### src/core/prc_pkg.sv
// Shared constants for the power and reset control block.
// Assumes a single 250 MHz ref_clk domain on both ends.
package prc_pkg;
  localparam int unsigned CLK_MHZ          = 250;
  localparam int unsigned CLK_PERIOD_PS    = 4000;
  // Timing figures in their own units
  localparam int unsigned IDLE_NS          = 70;
  localparam int unsigned POR_PULSE_US     = 1000;
  localparam int unsigned OPR_WAIT_NS      = 120;
  localparam int unsigned WARM_PULSE_NS    = 150;
  localparam int unsigned ABORT_US         = 25;
  // Least times round up, longest round down
  localparam int unsigned IDLE_CYC  = (IDLE_NS * 1000 + CLK_PERIOD_PS - 1) / CLK_PERIOD_PS;
  localparam int unsigned OPR_CYC   = (OPR_WAIT_NS * 1000) / CLK_PERIOD_PS;
  localparam int unsigned WARM_CYC  = (WARM_PULSE_NS * 1000 + CLK_PERIOD_PS - 1) / CLK_PERIOD_PS;
  localparam int unsigned POR_CYC   = POR_PULSE_US * CLK_MHZ;
  localparam int unsigned ABORT_CYC = ABORT_US * CLK_MHZ;
  localparam int unsigned APD_LIMIT = 15;
  // Power-mode register zero fields
  localparam int unsigned PM0_TURBO_OFF = 3;
  localparam int unsigned PM0_CLK_AND   = 4;
  localparam int unsigned PM0_CLK_MC    = 5;
  // Power-mode register two fields
  localparam int unsigned PM2_ADDR_LO = 0;
  localparam int unsigned PM2_CTL0    = 2;
  localparam int unsigned PM2_CTL1    = 3;
  localparam int unsigned PM2_CTL2    = 4;
  localparam int unsigned PM2_STROBE  = 5;
  localparam int unsigned PM2_WRH     = 6;
  // Memory-mapping register fields
  localparam int unsigned MM_SRAM_CODE = 0;
  localparam int unsigned MM_PERIPH    = 1;
  // Software register addresses on the host port
  localparam logic [3:0] A_PM0     = 4'h0;
  localparam logic [3:0] A_PM2     = 4'h1;
  localparam logic [3:0] A_APD_CFG = 4'h2;
  localparam logic [3:0] A_CMD     = 4'h3;
  localparam logic [3:0] A_STATUS  = 4'h4;
  localparam logic [3:0] A_MMAP    = 4'h5;
  localparam logic [3:0] A_PINS    = 4'h6;
  localparam logic [3:0] A_ADDR    = 4'h7;
  // Power-down unit setup fields
  localparam int unsigned APD_EN      = 0;
  localparam int unsigned APD_POL     = 1;
  localparam int unsigned APD_CLK_RUN = 2;
  // Logic clock input half period in ref_clk cycles
  localparam int unsigned LCLK_HALF   = 2;
  // Host bus pin register fields, one meaning active
  localparam int unsigned PIN_SEL   = 0;
  localparam int unsigned PIN_WR_LO = 1;
  localparam int unsigned PIN_WR_HI = 2;
  localparam int unsigned PIN_CTL   = 3;
  // Host command bits
  localparam int unsigned CMD_POR  = 0;
  localparam int unsigned CMD_WARM = 1;
  localparam logic [7:0] REG_RST   = 8'h00;
endpackage

### src/core/prc_link_if.sv
// Pins between the power/reset controller and the host side.
// Assumes both ends are clocked by the same ref_clk.
`timescale 1ns/1ps
interface prc_link_if;
  logic       reset_n;         // Active-low reset to device
  logic       chip_sel_n;      // Active-low chip select
  logic       addr_strobe;     // Host address strobe
  logic       wr_lo_n;         // Low-byte write strobe, active low
  logic       wr_hi;           // High-byte write strobe
  logic [2:0] ctl_in;          // Control inputs zero..two
  logic [7:0] addr_lo;         // Low address byte
  logic       logic_clk_in;    // Logic clock input, sampled
  logic [7:0] pm_wdata;        // Power-mode register write data
  logic       pm0_we;          // Write power_mode_reg_zero
  logic       pm2_we;          // Write power_mode_reg_two
  logic [7:0] apd_cfg;         // Bit0 enable, bit1 strobe polarity
  logic       flash_busy;      // Flash program/erase running
  logic       power_down;      // power_down_flag
  logic       ready;           // Post-reset wait over
  modport dev (input reset_n, chip_sel_n, addr_strobe, wr_lo_n, wr_hi, ctl_in, addr_lo,
               logic_clk_in, pm_wdata, pm0_we, pm2_we, apd_cfg,
               output flash_busy, power_down, ready);
  modport host (output reset_n, chip_sel_n, addr_strobe, wr_lo_n, wr_hi, ctl_in, addr_lo,
                logic_clk_in, pm_wdata, pm0_we, pm2_we, apd_cfg,
                input flash_busy, power_down, ready);
endinterface

### src/core/prc_apd_unit.sv
// Auto power-down counter, advanced on logic clock input rising edges.
// Assumes the strobe and clock inputs are already synchronous.
`timescale 1ns/1ps
module prc_apd_unit #(
  parameter int unsigned LIMIT = prc_pkg::APD_LIMIT
) (
  input  wire logic ref_clk,     // System clock
  input  wire logic rst,         // Async reset
  input  wire logic clk_in,      // Logic clock input level
  input  wire logic enable,      // Unit enable
  input  wire logic polarity,    // Idle strobe level
  input  wire logic strobe,      // Host address strobe
  input  wire logic wake,        // Chip select or reset wake
  output logic      power_down_flag          // power_down_flag
);
  typedef struct packed {
    logic       clk_d;
    logic       strb_d;
    logic [3:0] cnt;
    logic       power_down_flag;
  } prc_apd_s;
  prc_apd_s st_ff, nxt_st;
  logic     edge_seen;
  logic     pulsed;

  always_comb begin
    nxt_st = st_ff;
    nxt_st.clk_d  = clk_in;
    nxt_st.strb_d = strobe;
    edge_seen = clk_in & ~st_ff.clk_d;
    pulsed    = strobe ^ st_ff.strb_d;
    if (!enable || pulsed || strobe != polarity) begin
      nxt_st.cnt = 4'h0;
      nxt_st.power_down_flag = 1'b0;
    end else if (edge_seen && st_ff.cnt != 4'(LIMIT)) begin
      nxt_st.cnt = st_ff.cnt + 4'h1;
    end
    if (enable && !pulsed && strobe == polarity && st_ff.cnt == 4'(LIMIT)) begin
      nxt_st.power_down_flag = 1'b1;
    end
    if (wake) begin
      nxt_st.cnt = 4'h0;
      nxt_st.power_down_flag = 1'b0;
    end
  end

  always_ff @(posedge ref_clk or posedge rst) begin
    if (rst) begin
      st_ff <= '0;
    end else begin
      st_ff <= nxt_st;
    end
  end

  assign power_down_flag = st_ff.power_down_flag;
endmodule

### src/core/prc_device.sv
// Device end: power modes, input gating, memory enables, reset sequencing.
// Assumes host drives the link synchronously to ref_clk.
`timescale 1ns/1ps
module prc_device #(
  parameter int unsigned POR_CYC   = prc_pkg::POR_CYC,
  parameter int unsigned ABORT_CYC = prc_pkg::ABORT_CYC,
  parameter logic [7:0]  MMAP_CFG  = 8'h5a  // Stored configuration image
) (
  input  wire logic ref_clk,            // System clock
  input  wire logic rst,                // Async reset, supply power-on
  prc_link_if.dev   lnk,                // Link to host
  input  wire logic flash_start,        // Begin flash program/erase
  input  wire logic [7:0] mc_eq_state,  // Macrocell reset/preset equation state
  output logic      turbo_on,           // Logic at full power
  output logic      logic_standby,      // Logic at standby current
  output logic      clk_to_array,       // Gated logic clock to array
  output logic      clk_to_mc,          // Gated logic clock to macrocells
  output logic [7:0] array_addr,        // Gated low address byte
  output logic [4:0] array_ctl,         // Gated ctl0..2, strobe, wr_hi
  output logic      mem_en,             // Flashes and SRAM enabled
  output logic      io_en,              // I/O block enabled
  output logic [7:0] prim_sector_sel,   // primary_sector_selects
  output logic [3:0] sec_sector_sel,    // secondary_sector_selects
  output logic      flash_wr_n,         // Internal write strobe
  output logic      flash_read_mode,    // Flash in read mode
  output logic      cfg_loaded,         // Configuration loaded
  output logic      logic_out_valid,    // Logic outputs valid
  output logic [7:0] macrocell,         // output_macrocell flops
  output logic [7:0] mmap_reg           // memory_mapping_register
);
  typedef enum logic [1:0] {RS_POR, RS_WAIT, RS_RUN, RS_WARM} prc_rst_e;
  typedef struct packed {
    prc_rst_e   rs;
    logic [19:0] tmr;
    logic [7:0] pm0;
    logic [7:0] pm2;
    logic [7:0] mmap;
    logic [7:0] mc;
    logic [4:0] idle;
    logic [15:0] in_d;
    logic       busy;
    logic [19:0] abort;
    logic       cfg;
    logic       outs_valid;
    logic       turbo;
    logic       standby;
    logic       clk_and;
    logic       clk_mc;
    logic [7:0] a_g;
    logic [4:0] c_g;
    logic       mem;
    logic       io;
    logic [7:0] fs;
    logic [3:0] bs;
    logic       wr_n;
    logic       rd;
  } prc_dev_s;
  prc_dev_s st_ff, nxt_st;
  logic power_down_flag;
  logic op;
  logic [15:0] ins;

  prc_apd_unit u_apd (
    .ref_clk  (ref_clk),
    .rst      (rst),
    .clk_in   (lnk.logic_clk_in),
    .enable   (lnk.apd_cfg[0]),
    .polarity (lnk.apd_cfg[1]),
    .strobe   (lnk.addr_strobe),
    .wake     (~lnk.chip_sel_n | ~lnk.reset_n),
    .power_down_flag      (power_down_flag)
  );

  always_comb begin
    nxt_st = st_ff;
    ins = {lnk.addr_lo, lnk.ctl_in, lnk.addr_strobe, lnk.wr_hi, lnk.logic_clk_in, 2'h0};
    op  = (st_ff.rs == RS_RUN);
    nxt_st.in_d = ins;
    // Reset sequencer
    case (st_ff.rs)
      RS_POR: begin
        nxt_st.cfg  = 1'b1;
        nxt_st.mmap = MMAP_CFG;
        nxt_st.mmap[prc_pkg::MM_SRAM_CODE] = 1'b0;
        nxt_st.mmap[prc_pkg::MM_PERIPH]    = 1'b0;
        nxt_st.rd = 1'b1;
        if (st_ff.tmr != 20'hfffff) nxt_st.tmr = st_ff.tmr + 20'h1;
        if (lnk.reset_n) begin
          nxt_st.rs  = RS_WAIT;
          nxt_st.tmr = '0;
        end
      end
      RS_WARM: begin
        nxt_st.mmap = MMAP_CFG;
        nxt_st.mmap[prc_pkg::MM_SRAM_CODE] = 1'b0;
        nxt_st.mmap[prc_pkg::MM_PERIPH]    = 1'b0;
        if (lnk.reset_n) begin
          nxt_st.rs  = RS_WAIT;
          nxt_st.tmr = '0;
        end
      end
      RS_WAIT: begin
        nxt_st.tmr = st_ff.tmr + 20'h1;
        // One cycle is lost sampling reset_n, so stop a cycle early
        if (st_ff.tmr >= 20'(prc_pkg::OPR_CYC - 2)) nxt_st.rs = RS_RUN;
        if (!lnk.reset_n) nxt_st.rs = RS_WARM;
      end
      RS_RUN: begin
        if (!lnk.reset_n) begin
          nxt_st.rs  = RS_WARM;
          nxt_st.tmr = '0;
        end
      end
      default: nxt_st.rs = RS_POR;
    endcase
    // Power-mode registers, unchanged by warm reset
    if (op && lnk.pm0_we) nxt_st.pm0 = lnk.pm_wdata;
    if (op && lnk.pm2_we) nxt_st.pm2 = lnk.pm_wdata;
    // Flash cycle and reset abort
    if (op && flash_start && !st_ff.busy) begin
      nxt_st.busy = 1'b1;
      nxt_st.rd   = 1'b0;
    end
    if (!lnk.reset_n && st_ff.busy) begin
      nxt_st.busy  = 1'b0;
      nxt_st.rd    = 1'b1;
      nxt_st.abort = 20'(ABORT_CYC);
    end else if (st_ff.abort != '0) begin
      nxt_st.abort = st_ff.abort - 20'h1;
    end
    // Macrocells follow their equations except during power-on
    nxt_st.mc = (st_ff.rs == RS_POR) ? 8'h00 : mc_eq_state;
    nxt_st.outs_valid = st_ff.cfg;
    nxt_st.turbo = ~st_ff.pm0[prc_pkg::PM0_TURBO_OFF];
    // Standby once turbo is off and inputs quiet for the idle interval
    if (ins != st_ff.in_d || st_ff.turbo) nxt_st.idle = '0;
    else if (st_ff.idle != 5'(prc_pkg::IDLE_CYC)) nxt_st.idle = st_ff.idle + 5'h1;
    nxt_st.standby = ~st_ff.turbo && st_ff.idle == 5'(prc_pkg::IDLE_CYC);
    nxt_st.clk_and = lnk.logic_clk_in & ~st_ff.pm0[prc_pkg::PM0_CLK_AND];
    nxt_st.clk_mc  = lnk.logic_clk_in & ~st_ff.pm0[prc_pkg::PM0_CLK_MC];
    nxt_st.a_g = (power_down_flag || st_ff.pm2[prc_pkg::PM2_ADDR_LO]) ? 8'h00 : lnk.addr_lo;
    nxt_st.c_g[0] = lnk.ctl_in[0] & ~st_ff.pm2[prc_pkg::PM2_CTL0] & ~power_down_flag;
    nxt_st.c_g[1] = lnk.ctl_in[1] & ~st_ff.pm2[prc_pkg::PM2_CTL1] & ~power_down_flag;
    nxt_st.c_g[2] = lnk.ctl_in[2] & ~st_ff.pm2[prc_pkg::PM2_CTL2] & ~power_down_flag;
    nxt_st.c_g[3] = lnk.addr_strobe & ~st_ff.pm2[prc_pkg::PM2_STROBE];
    nxt_st.c_g[4] = lnk.wr_hi & ~st_ff.pm2[prc_pkg::PM2_WRH] & ~power_down_flag;
    nxt_st.mem = op && !lnk.chip_sel_n && !power_down_flag;
    nxt_st.io  = !lnk.chip_sel_n;
    // Selects low and write high while not running
    nxt_st.fs   = nxt_st.mem ? 8'hff : 8'h00;
    nxt_st.bs   = nxt_st.mem ? 4'hf : 4'h0;
    nxt_st.wr_n = nxt_st.mem ? lnk.wr_lo_n : 1'b1;
  end

  always_ff @(posedge ref_clk or posedge rst) begin
    if (rst) begin
      st_ff      <= '0;
      st_ff.rs   <= RS_POR;
      st_ff.wr_n <= 1'b1;
      st_ff.rd   <= 1'b1;
    end else begin
      st_ff <= nxt_st;
    end
  end

  assign lnk.flash_busy = st_ff.busy;
  assign lnk.power_down = power_down_flag;
  assign lnk.ready      = (st_ff.rs == RS_RUN);
  assign turbo_on        = st_ff.turbo;
  assign logic_standby   = st_ff.standby;
  assign clk_to_array    = st_ff.clk_and;
  assign clk_to_mc       = st_ff.clk_mc;
  assign array_addr      = st_ff.a_g;
  assign array_ctl       = st_ff.c_g;
  assign mem_en          = st_ff.mem;
  assign io_en           = st_ff.io;
  assign prim_sector_sel = st_ff.fs;
  assign sec_sector_sel  = st_ff.bs;
  assign flash_wr_n      = st_ff.wr_n;
  assign flash_read_mode = st_ff.rd;
  assign cfg_loaded      = st_ff.cfg;
  assign logic_out_valid = st_ff.outs_valid;
  assign macrocell       = st_ff.mc;
  assign mmap_reg        = st_ff.mmap;
endmodule

### src/flat_wrapper.sv
// flat-port wrapper written by rule: the top's interface ports become plain ports
module prc_device_flat 
#(
  parameter int unsigned POR_CYC   = prc_pkg::POR_CYC,
  parameter int unsigned ABORT_CYC = prc_pkg::ABORT_CYC,
  parameter logic [7:0]  MMAP_CFG  = 8'h5a                               
)
  (ref_clk, rst, flash_start, mc_eq_state, turbo_on, logic_standby, clk_to_array, clk_to_mc, array_addr, array_ctl, mem_en, io_en, prim_sector_sel, sec_sector_sel, flash_wr_n, flash_read_mode, cfg_loaded, logic_out_valid, macrocell, mmap_reg, lnk_reset_n, lnk_chip_sel_n, lnk_addr_strobe, lnk_wr_lo_n, lnk_wr_hi, lnk_ctl_in, lnk_addr_lo, lnk_logic_clk_in, lnk_pm_wdata, lnk_pm0_we, lnk_pm2_we, lnk_apd_cfg, lnk_flash_busy, lnk_power_down, lnk_ready);
  prc_link_if lnk_i ();
  input  wire logic ref_clk;
  input  wire logic rst;
  input  wire logic flash_start;
  input  wire logic [7:0] mc_eq_state;
  output logic turbo_on;
  output logic logic_standby;
  output logic clk_to_array;
  output logic clk_to_mc;
  output logic [7:0] array_addr;
  output logic [4:0] array_ctl;
  output logic mem_en;
  output logic io_en;
  output logic [7:0] prim_sector_sel;
  output logic [3:0] sec_sector_sel;
  output logic flash_wr_n;
  output logic flash_read_mode;
  output logic cfg_loaded;
  output logic logic_out_valid;
  output logic [7:0] macrocell;
  output logic [7:0] mmap_reg;
  input wire logic [$bits(lnk_i.reset_n)-1:0] lnk_reset_n;
  input wire logic [$bits(lnk_i.chip_sel_n)-1:0] lnk_chip_sel_n;
  input wire logic [$bits(lnk_i.addr_strobe)-1:0] lnk_addr_strobe;
  input wire logic [$bits(lnk_i.wr_lo_n)-1:0] lnk_wr_lo_n;
  input wire logic [$bits(lnk_i.wr_hi)-1:0] lnk_wr_hi;
  input wire logic [$bits(lnk_i.ctl_in)-1:0] lnk_ctl_in;
  input wire logic [$bits(lnk_i.addr_lo)-1:0] lnk_addr_lo;
  input wire logic [$bits(lnk_i.logic_clk_in)-1:0] lnk_logic_clk_in;
  input wire logic [$bits(lnk_i.pm_wdata)-1:0] lnk_pm_wdata;
  input wire logic [$bits(lnk_i.pm0_we)-1:0] lnk_pm0_we;
  input wire logic [$bits(lnk_i.pm2_we)-1:0] lnk_pm2_we;
  input wire logic [$bits(lnk_i.apd_cfg)-1:0] lnk_apd_cfg;
  output wire logic [$bits(lnk_i.flash_busy)-1:0] lnk_flash_busy;
  output wire logic [$bits(lnk_i.power_down)-1:0] lnk_power_down;
  output wire logic [$bits(lnk_i.ready)-1:0] lnk_ready;
  assign lnk_i.reset_n = lnk_reset_n;
  assign lnk_i.chip_sel_n = lnk_chip_sel_n;
  assign lnk_i.addr_strobe = lnk_addr_strobe;
  assign lnk_i.wr_lo_n = lnk_wr_lo_n;
  assign lnk_i.wr_hi = lnk_wr_hi;
  assign lnk_i.ctl_in = lnk_ctl_in;
  assign lnk_i.addr_lo = lnk_addr_lo;
  assign lnk_i.logic_clk_in = lnk_logic_clk_in;
  assign lnk_i.pm_wdata = lnk_pm_wdata;
  assign lnk_i.pm0_we = lnk_pm0_we;
  assign lnk_i.pm2_we = lnk_pm2_we;
  assign lnk_i.apd_cfg = lnk_apd_cfg;
  assign lnk_flash_busy = lnk_i.flash_busy;
  assign lnk_power_down = lnk_i.power_down;
  assign lnk_ready = lnk_i.ready;
  prc_device #(.POR_CYC(POR_CYC), .ABORT_CYC(ABORT_CYC), .MMAP_CFG(MMAP_CFG)) u_core (.ref_clk(ref_clk), .rst(rst), .lnk(lnk_i), .flash_start(flash_start), .mc_eq_state(mc_eq_state), .turbo_on(turbo_on), .logic_standby(logic_standby), .clk_to_array(clk_to_array), .clk_to_mc(clk_to_mc), .array_addr(array_addr), .array_ctl(array_ctl), .mem_en(mem_en), .io_en(io_en), .prim_sector_sel(prim_sector_sel), .sec_sector_sel(sec_sector_sel), .flash_wr_n(flash_wr_n), .flash_read_mode(flash_read_mode), .cfg_loaded(cfg_loaded), .logic_out_valid(logic_out_valid), .macrocell(macrocell), .mmap_reg(mmap_reg));
endmodule
### config.mk
export PLATFORM = sky130hd
export DESIGN_NAME = prc_device_flat
export DESIGN_NICKNAME = d
export VERILOG_FILES = /design/src/core/prc_pkg.sv /design/src/core/prc_link_if.sv /design/src/core/prc_apd_unit.sv /design/src/core/prc_device.sv /design/src/flat_wrapper.sv
export SDC_FILE = /design/constraint.sdc
export NUM_CORES = 1
export LEC_CHECK = 0
export ABC_AREA = 1
export CORE_ASPECT_RATIO = 0.6
export CORE_UTILIZATION = 60
export CTS_CLUSTER_DIAMETER = 120
export CTS_CLUSTER_SIZE = 16
export DETAILED_ROUTE_END_ITERATION = 7
export DONT_BUFFER_PORTS = 1
export GPL_TIMING_DRIVEN = 0
export HOLD_SLACK_MARGIN = 0.06
export PLACE_DENSITY = 0.8
export SYNTH_ARGS = -nofsm -noshare
export SYNTH_HDL_FRONTEND = slang
export SYNTH_HIERARCHICAL = 1
export SYNTH_SLANG_ARGS = --single-unit
### constraint.sdc
create_clock -name ref_clk -period 2.6 [get_ports ref_clk]
set_input_delay 0.26 -clock ref_clk [delete_from_list [all_inputs] [get_ports ref_clk]]
set_output_delay 0.26 -clock ref_clk [all_outputs]
set_load 0.02 [all_outputs]
* Yosys cells after proc, flatten, opt, wreduce, memory -nomap -nowiden
Index checks and enable logic that the tools add are counted.
** Word-level totals
- Register bits after elaboration :: 106
- Bits of input ports :: 46
- Output and inout bits :: 54
- Logic and storage cells :: 129
** Cells by class
- Add/subtract/negate cells :: 3
- Order comparisons :: 1
- Eq/ne operators :: 16
- Muxes and demuxes :: 24
- Bitwise logic cells :: 27
- Reduce and logical (&&, ||, !) cells :: 31
** Operators with widths (count)
- 22-bit one-hot mux with 4 select lines :: 1
- 22-bit 2-to-1 mux :: 3
- 8-bit 2-to-1 mux :: 3
- 20-bit by 1-bit adder with 20-bit output (second input constant) :: 1
- 20-bit by 5-bit >= comparator with 1-bit output (second input constant) :: 1
- 20-bit 2-to-1 mux :: 1
- 20-bit != test (second input constant) :: 1
- 5-bit 2-to-1 mux :: 3
- 14-bit != test :: 1
- 1-bit NOT :: 13
- 1-bit AND :: 12
- 1-bit logical AND :: 12
- 4-bit 2-to-1 mux :: 3
- 3-bit nonzero test :: 3
- 1-bit 2-to-1 mux :: 8
- 1-bit zero test :: 6
- 2-bit != test (second input constant) :: 3
- 3-bit by 2-bit != test with 1-bit output (second input constant) :: 2
- 5-bit by 1-bit adder with 5-bit output (second input constant) :: 1
- 5-bit equality test (second input constant) :: 1
- 5-bit != test (second input constant) :: 1
- 4-bit by 1-bit adder with 4-bit output (second input constant) :: 1
- 2-bit equality test (second input constant) :: 2
- 4-bit equality test (second input constant) :: 1
- other kinds (13) :: 18

* Longest topological paths before layout
Gate-level depths: netlist (run 1).
- Depth after elaboration :: 7
- Mapped depth :: 13

* Hierarchy
Netlist (run 1), hierarchy kept.
** By module, submodules not included
- prc_device :: instances 1, cells an instance 490, area each 4221.5 µm², seq. area each 2079.5 µm²
- prc_apd_unit :: instances 1, cells an instance 47, area each 367.9 µm², seq. area each 175.2 µm²

* Least setup slack after synthesis (run 1)
OpenSTA, ideal clock, no wires.
- Kind :: register to register
- From :: register u_core/st_ff[129] (netlist bit)
- To :: register u_core/st_ff[115] (netlist bit)
- Arrival time :: 1568 ps
- Required time :: 2482 ps
- Path slack :: 914 ps
- Cell stages (with the launch flop) :: 14
- Path buffers :: 2
- Clock period less this slack :: 1686 ps
- Path through :: dfrtp_1 -> inv_1 -> ha_1 -> buf_2 -> nand2_2 -> inv_1 -> nand2_1 -> inv_1 -> nand3_4 -> nand2_4 -> inv_2 -> buf_6 -> nand2_2 -> o21ai_2
** Between the ends
- Word-level cells in the longest chain between the ends :: 3
** Ends and longest elaborated chain
- from (decl) :: line prc_device.sv:58 : prc_dev_s st_ff, nxt_st;
- from (signal assigned) :: line prc_device.sv:162 : st_ff <= nxt_st;
- 2-bit equality test / 2-bit zero test (equally long branches) :: line prc_device.sv:80 : case (st_ff.rs)
- 2-bit != test (no line) / 3-bit by 2-bit != test with 1-bit output (equally long branches)
- 3-bit AND reduction (no line)
Parallel ways exist; a longest one is shown, timed or not.
A chain may end at the register's enable or synchronous reset.

* Worst setup path in the final report (run 1)
- From :: register u_core/st_ff[129] (netlist bit)
- To :: register u_core/st_ff[117] (netlist bit)
** Between the ends
- Word-level cells in the longest chain between the ends :: 3
** Ends and longest elaborated chain
- 2-bit equality test (*)
- net lnk_ready :: line flat_wrapper.sv:44 : output wire logic [$bits(lnk_i.ready)-1:0] lnk_ready;
- 2-bit != test (no line)
- 3-bit AND reduction (no line)
The timed path passes the listed nets; every way through them passes the cells marked *.

==> metrics.txt, run 1 <==
post-route antenna net violation count=0; diodes inserted=0; unrepaired setup endpoints after global routing=false; largest register by flop count=u_core/st_ff; class of the worst hold path=primary input to flop; Worst EP required=2.86 ns; placeable core region=7327 um^2; cell count after placement=646; R2R Path Start=u_core/st_ff[129]; reg-to-reg slack, setup=0.43 ns; I/O pin count=100; clock insertion delay at the later pin of the skew report=0.35 ns; delay of the slowest cell on the worst path=0.44 ns; Worst Reg-to-Reg Cells=8; Final Skew=0.006653 ns; Filler cells=530; Placement Rows=24; Setup-failing EPs final=0; Hold Crit Endpoint=u_core/st_ff[93]; DRT Wirelength=10710 um; count of mapped cells out of synthesis=537; Avg WL per Cell=15.55 um; final standard cell area without fillers=5323 um^2; outcome=complete, no violations; synthesized flop and latch total=90; Crit Path Max Fanout=10; number of flip-flops under the largest register name=50; final hold vios=0; number of DRC violations after detailed-routing iteration 0=428; type of element capturing the critical path=flop; die width=114.9 um; cell leakage power=0.002684 uW; ratio of routed vias to standard cells=5.379; clock tree from TritonCTS=done; crit path DAT=2.43 ns; Critical Path, Cell by Cell=inv_1, ha_1, inv_1, nand2_1, o21ai_2, clkbuf_1, nand4_1, a21oi_1; wire length of the first global-routing pass=17610 um; number of antenna violations at the first check in global routing=0; # port buffers=0; die outline height=69.75 um; pin count of the biggest net entering global routing=59; die area=8014 um^2; number of distinct library cells after synthesis=38; post-synthesis sequential area ratio=49.13%; worst path bufs/invs=3; post-route DRC violation count=0; kind of launch point of the worst setup path=flop; highest attainable clock frequency=0.4604 GHz; YS warnings=6; post-synthesis instance area=4589 um^2; number of standard cells in the layout, taps in and fillers out=689; area added between synthesis and finish=15.98%; instance count along the most critical hold path=2; remaining max-slew budget at the tightest pin=66.09%; largest area contributor in the synthesized netlist=dfrtp_1; gr usage total=29.39%; post-layout min period=2.172 ns; Final TNS setup=0 ns; max-cap viol count=0; syn avg cell area=8.546 um^2; type of the worst setup path=flop to flop; Max Transition Viols Final=0; via count=3706; power density over the cells=829.7 nW/um^2; combined flip-flop and latch cell area=2255 um^2; Placement Cell Area=4765 um^2; routability cong.=0.9374; slew of the pin with the lowest slew margin=0.5086 ns; top post-synthesis cells by area=dfrtp_1, nand2_1, buf_4; clock tree root buffer cell=clkbuf_16; number of buffers added by the clock tree synthesis step=9; maximum buffer depth of the clock tree=2; multi-input combinational cell area=1660 um^2; gate family responsible for the most delay along the worst path=buffers and inverters; final HPWL from detailed placement=7237 um; hold bufs inserted after CTS=26; post-cts gate resize count=0; startpoint of the most critical hold path=lnk_pm_wdata[0]; smallest hold slack=0.07444 ns; share of the cycle needed by the critical path after routing=83.54%; number of H-tree branching levels=3; # nets final=635; proportion of netlist area held by the largest area contributor=47.98%; clk sinks=90; post-CTS setup buffer count=0; worst supply voltage drop on vdd=0.6378 mV; slowest CP cell=clkbuf_1; Worst-path clk slew=0.07 ns; worst r2r dst=u_core/st_ff[117]; TritonRoute pass-1 iters=6; layout cell share with drive strength beyond 1=16.41%; total gr overflow=0; via count of the first global-routing pass=3637; starting density of the core=62.64%; most used cell along the critical path=inv_1
[synthesized netlist by cell type (all sizes together)]
| master | number |
|---|---|
| o21ai | 22 |
| nor3 | 9 |
| nor3b | 2 |
| conb | 1 |
| nor2 | 77 |
| clkinv | 1 |
| xor2 | 9 |
| nand3 | 39 |
| o31ai | 2 |
| o2111ai | 1 |
| o211ai | 1 |
| dfstp | 2 |
| inv | 84 |
| nand4 | 22 |
| mux2 | 2 |
| buf | 47 |
| mux2i | 1 |
| ha | 9 |
| dfrtp | 88 |
| nand2 | 99 |
| or2 | 2 |
| a21oi | 6 |
| xnor2 | 5 |
| nand3b | 1 |
| clkbuf | 3 |
| o22ai | 2 |
[final cells by class]
cell class,instances,share of cell area (%)
flip-flops and latches,90,42.36
multi-input cells,316,31.19
plain buffers,50,6.958
inverters,85,6.041
repair buffers,28,5.595
clock buffers,9,4.231
well taps,104,2.445
clock inverters,7,1.175
[per-stage QoR]
stage                     worst slack (ns)  power (uW)  utilization (%)
after floorplan                     0.2065        2844                -
after global placement             -0.6522        3055            64.62
after detailed placement            0.4861        3107            65.03
after CTS                           0.4977        4397            72.51
after global routing                0.2898        4635            72.64
final                               0.4280        4416            72.64
[worst reg2reg max path: stages, from the launching register on]
cell,delay [ns]
dfrtp_1,0.41
inv_1,0.09
ha_1,0.39
inv_1,0.19
nand2_1,0.08
o21ai_2,0.15
clkbuf_1,0.44
nand4_1,0.15
a21oi_1,0.19
[routing by layer]
| layer | vias up | routed length (um) | track usage (%) |
|---|---|---|---|
| met5 | - | 0 | 0 |
| met4 | 0 | 161 | 8.514 |
| li1 | 1716 | - | - |
| met2 | 211 | 4760 | 43.37 |
| met3 | 20 | 1129 | 10.93 |
| met1 | 1759 | 4661 | 40.60 |
[cells by family (layout without fill, tap and decap cells)]
kind of cell    Yosys count  after routing  share of synthesized area (%)
other cells               1              5                        0.08171
flops                    90             90                          49.13
simple gates            251            251                          25.35
buf+inv                 135            179                          15.02
mux                       3              3                         0.7088
fa+ha+maj                 9              9                          2.454
xor+xnor                 14             14                          2.672
compound gates           34             34                          4.580
[worst max-delay path by stage]
| stage | startpoint | to | slack (ns) | cells past startpoint |
|---|---|---|---|---|
| after floorplan | rst | u_core/array_addr[0] | 0.21 | 1 |
| after global placement | rst | u_core/macrocell[5] | -0.65 | 1 |
| after detailed placement | u_core/st_ff[129] | u_core/st_ff[130] | 0.49 | 9 |
| after CTS | u_core/st_ff[129] | u_core/st_ff[117] | 0.50 | 8 |
| after global routing | u_core/st_ff[129] | u_core/st_ff[117] | 0.29 | 8 |
| final | u_core/st_ff[129] | u_core/st_ff[117] | 0.43 | 8 |
[power breakdown]
group          internal (uW)  leakage [uW]  switching [uW]
sequential              1640       0.00114             189
combinational            480       0.00140             839
clock                    667      0.000139             603
[layout by cell type (no fill, tap or decap), types with 9 or more instances in the layout]
master	n
nand2_1	92
dfrtp_1	88
inv_1	80
nor2_1	72
buf_4	42
nand3_1	37
dlygate4sd3_1	27
nand4_1	22
o21ai_0	13
clkbuf_16	9
nor3_1	9
xor2_1	9
ha_1	9
Note: power is estimated with default switching activity, not from simulation.
==> inputs of run 2 (changes only) <==
==> constraint.sdc (replaced) <==
create_clock -name ref_clk -period 2 [get_ports ref_clk]
set_input_delay 0.2 -clock ref_clk [delete_from_list [all_inputs] [get_ports ref_clk]]
set_output_delay 0.2 -clock ref_clk [all_outputs]
set_load 0.02 [all_outputs]
==> run 2 against run 1 <==
- cell area is 2.2% higher
- combinational power is 40% higher
- power is 32% higher
- wire length is 4.4% higher
- flip-flop and latch count stayed put
- global-route usage is 0.65 points higher
- setup slack worse by 0.33 ns
==> metrics.txt, run 2 (synthesis results as in run 1) <==
outcome=complete, no violations; number of DRC violations after detailed-routing iteration 0=313; I/O pin count=100; type of element capturing the critical path=flop; clock tree from TritonCTS=done; clock insertion delay at the later pin of the skew report=0.34 ns; placeable core region=7327 um^2; number of H-tree branching levels=3; Final TNS setup=0 ns; max-cap viol count=0; cell leakage power=0.002732 uW; Setup-failing EPs final=0; pin count of the biggest net entering global routing=41; routability cong.=0.9077; TritonRoute pass-1 iters=5; Avg WL per Cell=16.02 um; post-route antenna net violation count=0; clock tree root buffer cell=clkbuf_16; die area=8014 um^2; final HPWL from detailed placement=7588 um; Worst-path clk slew=0.06 ns; die outline height=69.75 um; ratio of routed vias to standard cells=5.380; multi-input combinational cell area=1682 um^2; Overall Power=5830 uW; combined flip-flop and latch cell area=2255 um^2; Final Skew=0.005277 ns; total gr overflow=0; final hold vios=0; via count=3755; delay of the slowest cell on the worst path=0.41 ns; most used cell along the critical path=nand2_1; number of flip-flops under the largest register name=50; post-route DRC violation count=0; number of buffers added by the clock tree synthesis step=9; DRT Wirelength=11180 um; number of antenna violations at the first check in global routing=0; largest register by flop count=u_core/st_ff; slowest CP cell=dfrtp_1; remaining max-slew budget at the tightest pin=66.01%; class of the worst hold path=primary input to flop; pre-CTS setup slack=-0.1748 ns; die width=114.9 um; Critical Path, Cell by Cell=buf_4, ha_1, clkbuf_1, nand2_1, nand2_1, nand3b_2, buf_6, o21ai_1, nor2_1; # nets final=645; maximum buffer depth of the clock tree=2; wire length of the first global-routing pass=17880 um; power density over the cells=1071 nW/um^2; Worst EP required=2.24 ns; starting density of the core=62.64%; final worst-path setup slack=0.09356 ns; # port buffers=0; type of the worst setup path=flop to flop; most frequent cells in the layout=nand2_1, dfrtp_1, inv_1; Crit Path Max Fanout=10; slew of the pin with the lowest slew margin=0.5099 ns; post-layout min period=1.906 ns; Max Transition Viols Final=0; gr usage total=30.05%; highest attainable clock frequency=0.5245 GHz; area added between synthesis and finish=18.57%; via count of the first global-routing pass=3753; diodes inserted=0; share of the cycle needed by the critical path after routing=95.32%; crit path DAT=2.14 ns; Filler cells=540; clk sinks=90; worst supply voltage drop on vdd=0.6462 mV; most common cell after layout, fill and taps aside=nand2_1; kind of launch point of the worst setup path=flop; layout cell share with drive strength beyond 1=18.18%; share of the core filled with cells in the final layout=74.27%; Placement Rows=24
==> run 2: path summary, 6_finish.rpt <==
check	from	end	slack [ns]	cells after the start
min in group asynchronous	rst	u_core/io_en	0.28	2
max in group asynchronous	rst	u_core/flash_read_mode	1.20	3
setup reg to reg	u_core/st_ff[129]	u_core/st_ff[121]	0.09	9
hold reg to reg	u_core/st_ff[104]	u_core/turbo_on	0.42	1
hold / removal	lnk_apd_cfg[1]	u_core/u_apd/st_ff[4]	0.14	5
setup / recovery	u_core/st_ff[129]	u_core/st_ff[121]	0.09	9
==> run 2: where the power goes <==
| group | total, uW | switching [uW] | internal [uW] |
|---|---|---|---|
| registers | 2380 | 248 | 2130 |
| logic | 1850 | 1160 | 690 |
| clock network | 1610 | 702 | 903 |
==> run 2: critical path, delay by kind of cell, from the launching register on <==
family | cells | cell delay [ns]
AOI/OAI and AO/OA | 1 | 0.07
buffers and inverters | 3 | 0.52
DFF | 1 | 0.41
and+or+nand+nor | 4 | 0.62
adders and majority gates | 1 | 0.18
==> run 2: area by class of cell <==
class	count	area share, %
Sequential cell	90	41.43
Tap cell	104	2.391
Inverter	85	5.955
Clock inverter	4	0.5059
Clock buffer	11	4.645
Buffer	50	6.990
Timing Repair Buffer	38	7.174
Multi-Input combinational cell	316	30.90
==> run 2: per-stage QoR <==
step,std cells,area (um^2),hold WS (ns)
global route,698,5441,0.1430
detailed placement,647,4778,0.004872
finish,698,5441,0.1370
global placement,645,4738,0.03221
floorplan,541,4608,0.003398
CTS,694,5386,0.1289
==> run 2: repair_timing <==
| item | CTS | global route |
|---|---|---|
| setup buffers | 0 | 4 |
| gates resized for setup | 4 | 9 |
| hold buffers | 32 | 0 |
| hold endpoints to repair | 141 | 0 |
| pin swaps | 0 | 2 |
| setup endpoints to repair | 17 | 19 |
==> run 2: layer usage <==
| metal | share of wire, % | global-route usage, % | wire (um) | vias to the layer above |
|---|---|---|---|---|
| li1 | - | - | - | 1747 |
| met1 | 44 | 40.62 | 4898 | 1800 |
| met2 | 45 | 45.72 | 5058 | 192 |
| met3 | 9.8 | 10.14 | 1096 | 16 |
| met4 | 1.2 | 9.668 | 130 | 0 |
| met5 | 0 | 0 | 0 | - |
==> inputs of run 3 (changes only) <==
--- a/config.mk
+++ b/config.mk
@@ -5,7 +5,6 @@
 export SDC_FILE = /design/constraint.sdc
 export NUM_CORES = 1
 export LEC_CHECK = 0
-export ABC_AREA = 1
 export CORE_ASPECT_RATIO = 0.6
 export CORE_UTILIZATION = 60
 export CTS_CLUSTER_DIAMETER = 120
==> run 3 against run 2 <==
- non-clock buffer count grew 17
- largest cell class unchanged
- setup slack got worse by 0.18 ns
- fmax decreased by 8.6%
- clock skew increased by 0.0037 ns
- the run now ends with negative setup slack left
- clock power grew 20%
- via count down 15%
- sequential share of layout area is 1.1 points higher
- count of clock-buffer cells in the layout rose by 1
- power up 18%
==> metrics.txt, run 3 <==
share of flip-flops with an asynchronous set or reset=100.0%; share of cell area taken by muxes after synthesis=2.965%; sw power=2279 uW; via count=3200; gr usage total=30.22%; Clock Power Share=28.3%; crit path DAT=2.31 ns; post-route DRC violation count=0; Compound-Gate Fraction of Synth Area=9.228%; ratio of routed vias to standard cells=5.882; maximum buffer depth of the clock tree=2; clk sinks=90; routability cong.=0.8963; violated checks=negative setup slack; worst supply voltage drop on vdd=0.9921 mV; Worst-path clk slew=0.06 ns; die outline height=66.31 um; final worst-path setup slack=-0.08653 ns; Hold Crit Endpoint=u_core/flash_read_mode; Placement Cell Area=4283 um^2; combined flip-flop and latch cell area=2258 um^2; smallest hold slack=0.2248 ns; proportion of netlist area held by the largest area contributor=53.25%; diodes inserted=0; final standard cell area without fillers=5304 um^2; # port buffers=0; post-synthesis instance area=4135 um^2; most instantiated cells after synthesis=dfrtp_1, buf_4, nand2_1, nor2_1, o21ai_0; power density over the cells=1292 nW/um^2; starting density of the core=61.94%; count of mapped cells out of synthesis=382; highest attainable clock frequency=0.4793 GHz; number of synthesized flops with an enable pin=0; total gr overflow=0; Crit Path Max Fanout=8; synthesized flop and latch total=90; R2R Path Start=u_core/st_ff[110]; max-cap viol count=0; number of distinct library cells after synthesis=50; pin count of the biggest net entering global routing=45; number of buffers added by the clock tree synthesis step=9; number of flip-flops under the largest register name=50; most instantiated flip-flop cell in the synthesis netlist=dfrtp_1; syn avg cell area=10.83 um^2; reg-to-reg slack, setup=-0.09 ns; most common cell after layout, fill and taps aside=dfrtp_1; Setup-failing EPs final=15; share of synthesized cell area in full adder, half adder and majority cells=2.723%; clock tree from TritonCTS=done; cell-internal power=4573 uW; die area=7239 um^2; gate family responsible for the most delay along the worst path=simple AND/OR/NAND/NOR gates; startpoint of the most critical hold path=lnk_reset_n; wire length of the first global-routing pass=15810 um; worst path bufs/invs=2; cell leakage power=0.002351 uW; remaining max-slew budget at the tightest pin=41.21%; power share of the combinational group=36.4%; Final Skew=0.009003 ns; XOR/XNOR share of the synthesized area=3.812%; most frequent cells in the layout=dfrtp_1, buf_4, dlygate4sd3_1; multi-input combinational cell area=1639 um^2; post-synthesis sequential area ratio=54.52%; placeable core region=6676 um^2; YS warnings=6; type of element capturing the critical path=flop; number of antenna violations at the first check in global routing=0; largest area contributor in the synthesized netlist=dfrtp_1; worst r2r dst=u_core/st_ff[120]; DRT Wirelength=10200 um; switching share of power=33.26%; number of H-tree branching levels=3; final HPWL from detailed placement=5949 um; Avg WL per Cell=18.76 um; top post-synthesis cells by area=dfrtp_1, buf_4, xor2_1; class of the worst hold path=primary input to flop; unrepaired setup endpoints after global routing=true; TritonRoute pass-1 iters=6; instance count along the most critical hold path=2; # nets final=507; main combinational cell family by area after synthesis=simple AND/OR/NAND/NOR gates; slew of the pin with the lowest slew margin=0.8800 ns; I/O pin count=100; Critical Path, Cell by Cell=ha_4, nand4_1, or4_4, o21ai_4, or2b_1, buf_6, buf_8, o31ai_1; clock tree root buffer cell=clkbuf_16; Worst EP required=2.22 ns; delay of the slowest cell on the worst path=0.56 ns; most frequently used cell type in the post-synthesis netlist=dfrtp_1; type of the worst setup path=flop to flop; area added between synthesis and finish=28.26%; die width=109.2 um; kind of launch point of the worst setup path=flop; via count of the first global-routing pass=3081; post-layout min period=2.087 ns; number of stages on the worst setup path=8; layout cell share with drive strength beyond 1=28.23%; number of DRC violations after detailed-routing iteration 0=379; outcome=complete, but fails checks; Placement Rows=23; slowest CP cell=or4_4; Worst Reg-to-Reg Cells=8; share of the cycle needed by the critical path after routing=104.3%; sequential fraction of design power=35.3%; largest register by flop count=u_core/st_ff; clock insertion delay at the later pin of the skew report=0.35 ns; pre-CTS setup slack=-0.2627 ns; final hold vios=0; Filler cells=379; post-route antenna net violation count=0; Max Transition Viols Final=0; Synth Area in Simple Gates=16.97%
[run 3: area by class of cell]
cell class                      count  share of cell area, %
Sequential cell                    90                  42.58
Timing Repair Buffer               55                  9.908
Multi-Input combinational cell    235                  30.90
Buffer                             50                  7.195
Tap cell                           87                  2.052
Clock buffer                       12                  4.647
Inverter                           11                 0.8493
Clock inverter                      4                  1.864
[run 3: stage by stage]
step	TNS, ns	instances	power [uW]	utilization [%]
3_3_place_gp	-3.402	473	4130	63.85
5_1_grt	-2.135	544	7144	79.44
6_report	-0.9456	544	6851	79.44
2_1_floorplan	0	386	3832	-
4_1_cts	-0.04041	538	6624	77.72
3_5_place_dp	-4.177	474	4202	64.15
[run 3: power groups by stage]
stage	clock (uW)	sequential (uW)	combinational, uW
3_5_place_dp	0	2430	1770
4_1_cts	1950	2410	2270
2_1_floorplan	0	2380	1460
5_1_grt	2040	2450	2660
6_report	1940	2420	2500
3_3_place_gp	0	2420	1710
[run 3: per-layer routing]
metal  vias up  wire length (um)  GRT usage, %
li1       1422                 -             -
met1      1571              4226         39.05
met2       191              4862         48.90
met3        16              1019         10.34
met4         0                95         7.833
met5         -                 0             0
[run 3: what timing repair did]
item	in CTS	in global routing
hold buffers	32	0
buffers inserted	15	6
pin swaps	6	5
cloned	1	0
resized for setup	24	17
endpoints found under the hold margin	97	0
endpoints found under the setup margin	20	20
[run 3: cells by family after synthesis]
family | Yosys count
AOI/OAI and AO/OA | 61
xor gates and xnor gates | 18
adders and majority gates | 9
buffers and inverters | 61
DFF | 90
muxes | 11
other | 1
and+or+nand+nor | 131
[run 3: how the worst max path moves through the flow]
stage | startpoint | end | slack (ns)
3_3_place_gp | u_core/st_ff[129] | u_core/st_ff[116] | -0.24
4_1_cts | u_core/st_ff[110] | u_core/st_ff[117] | -0.01
2_1_floorplan | u_core/st_ff[129] | u_core/st_ff[115] | 0.01
3_5_place_dp | u_core/st_ff[129] | u_core/st_ff[114] | -0.26
6_report | u_core/st_ff[110] | u_core/st_ff[120] | -0.09
5_1_grt | u_core/st_ff[129] | u_core/st_ff[120] | -0.14
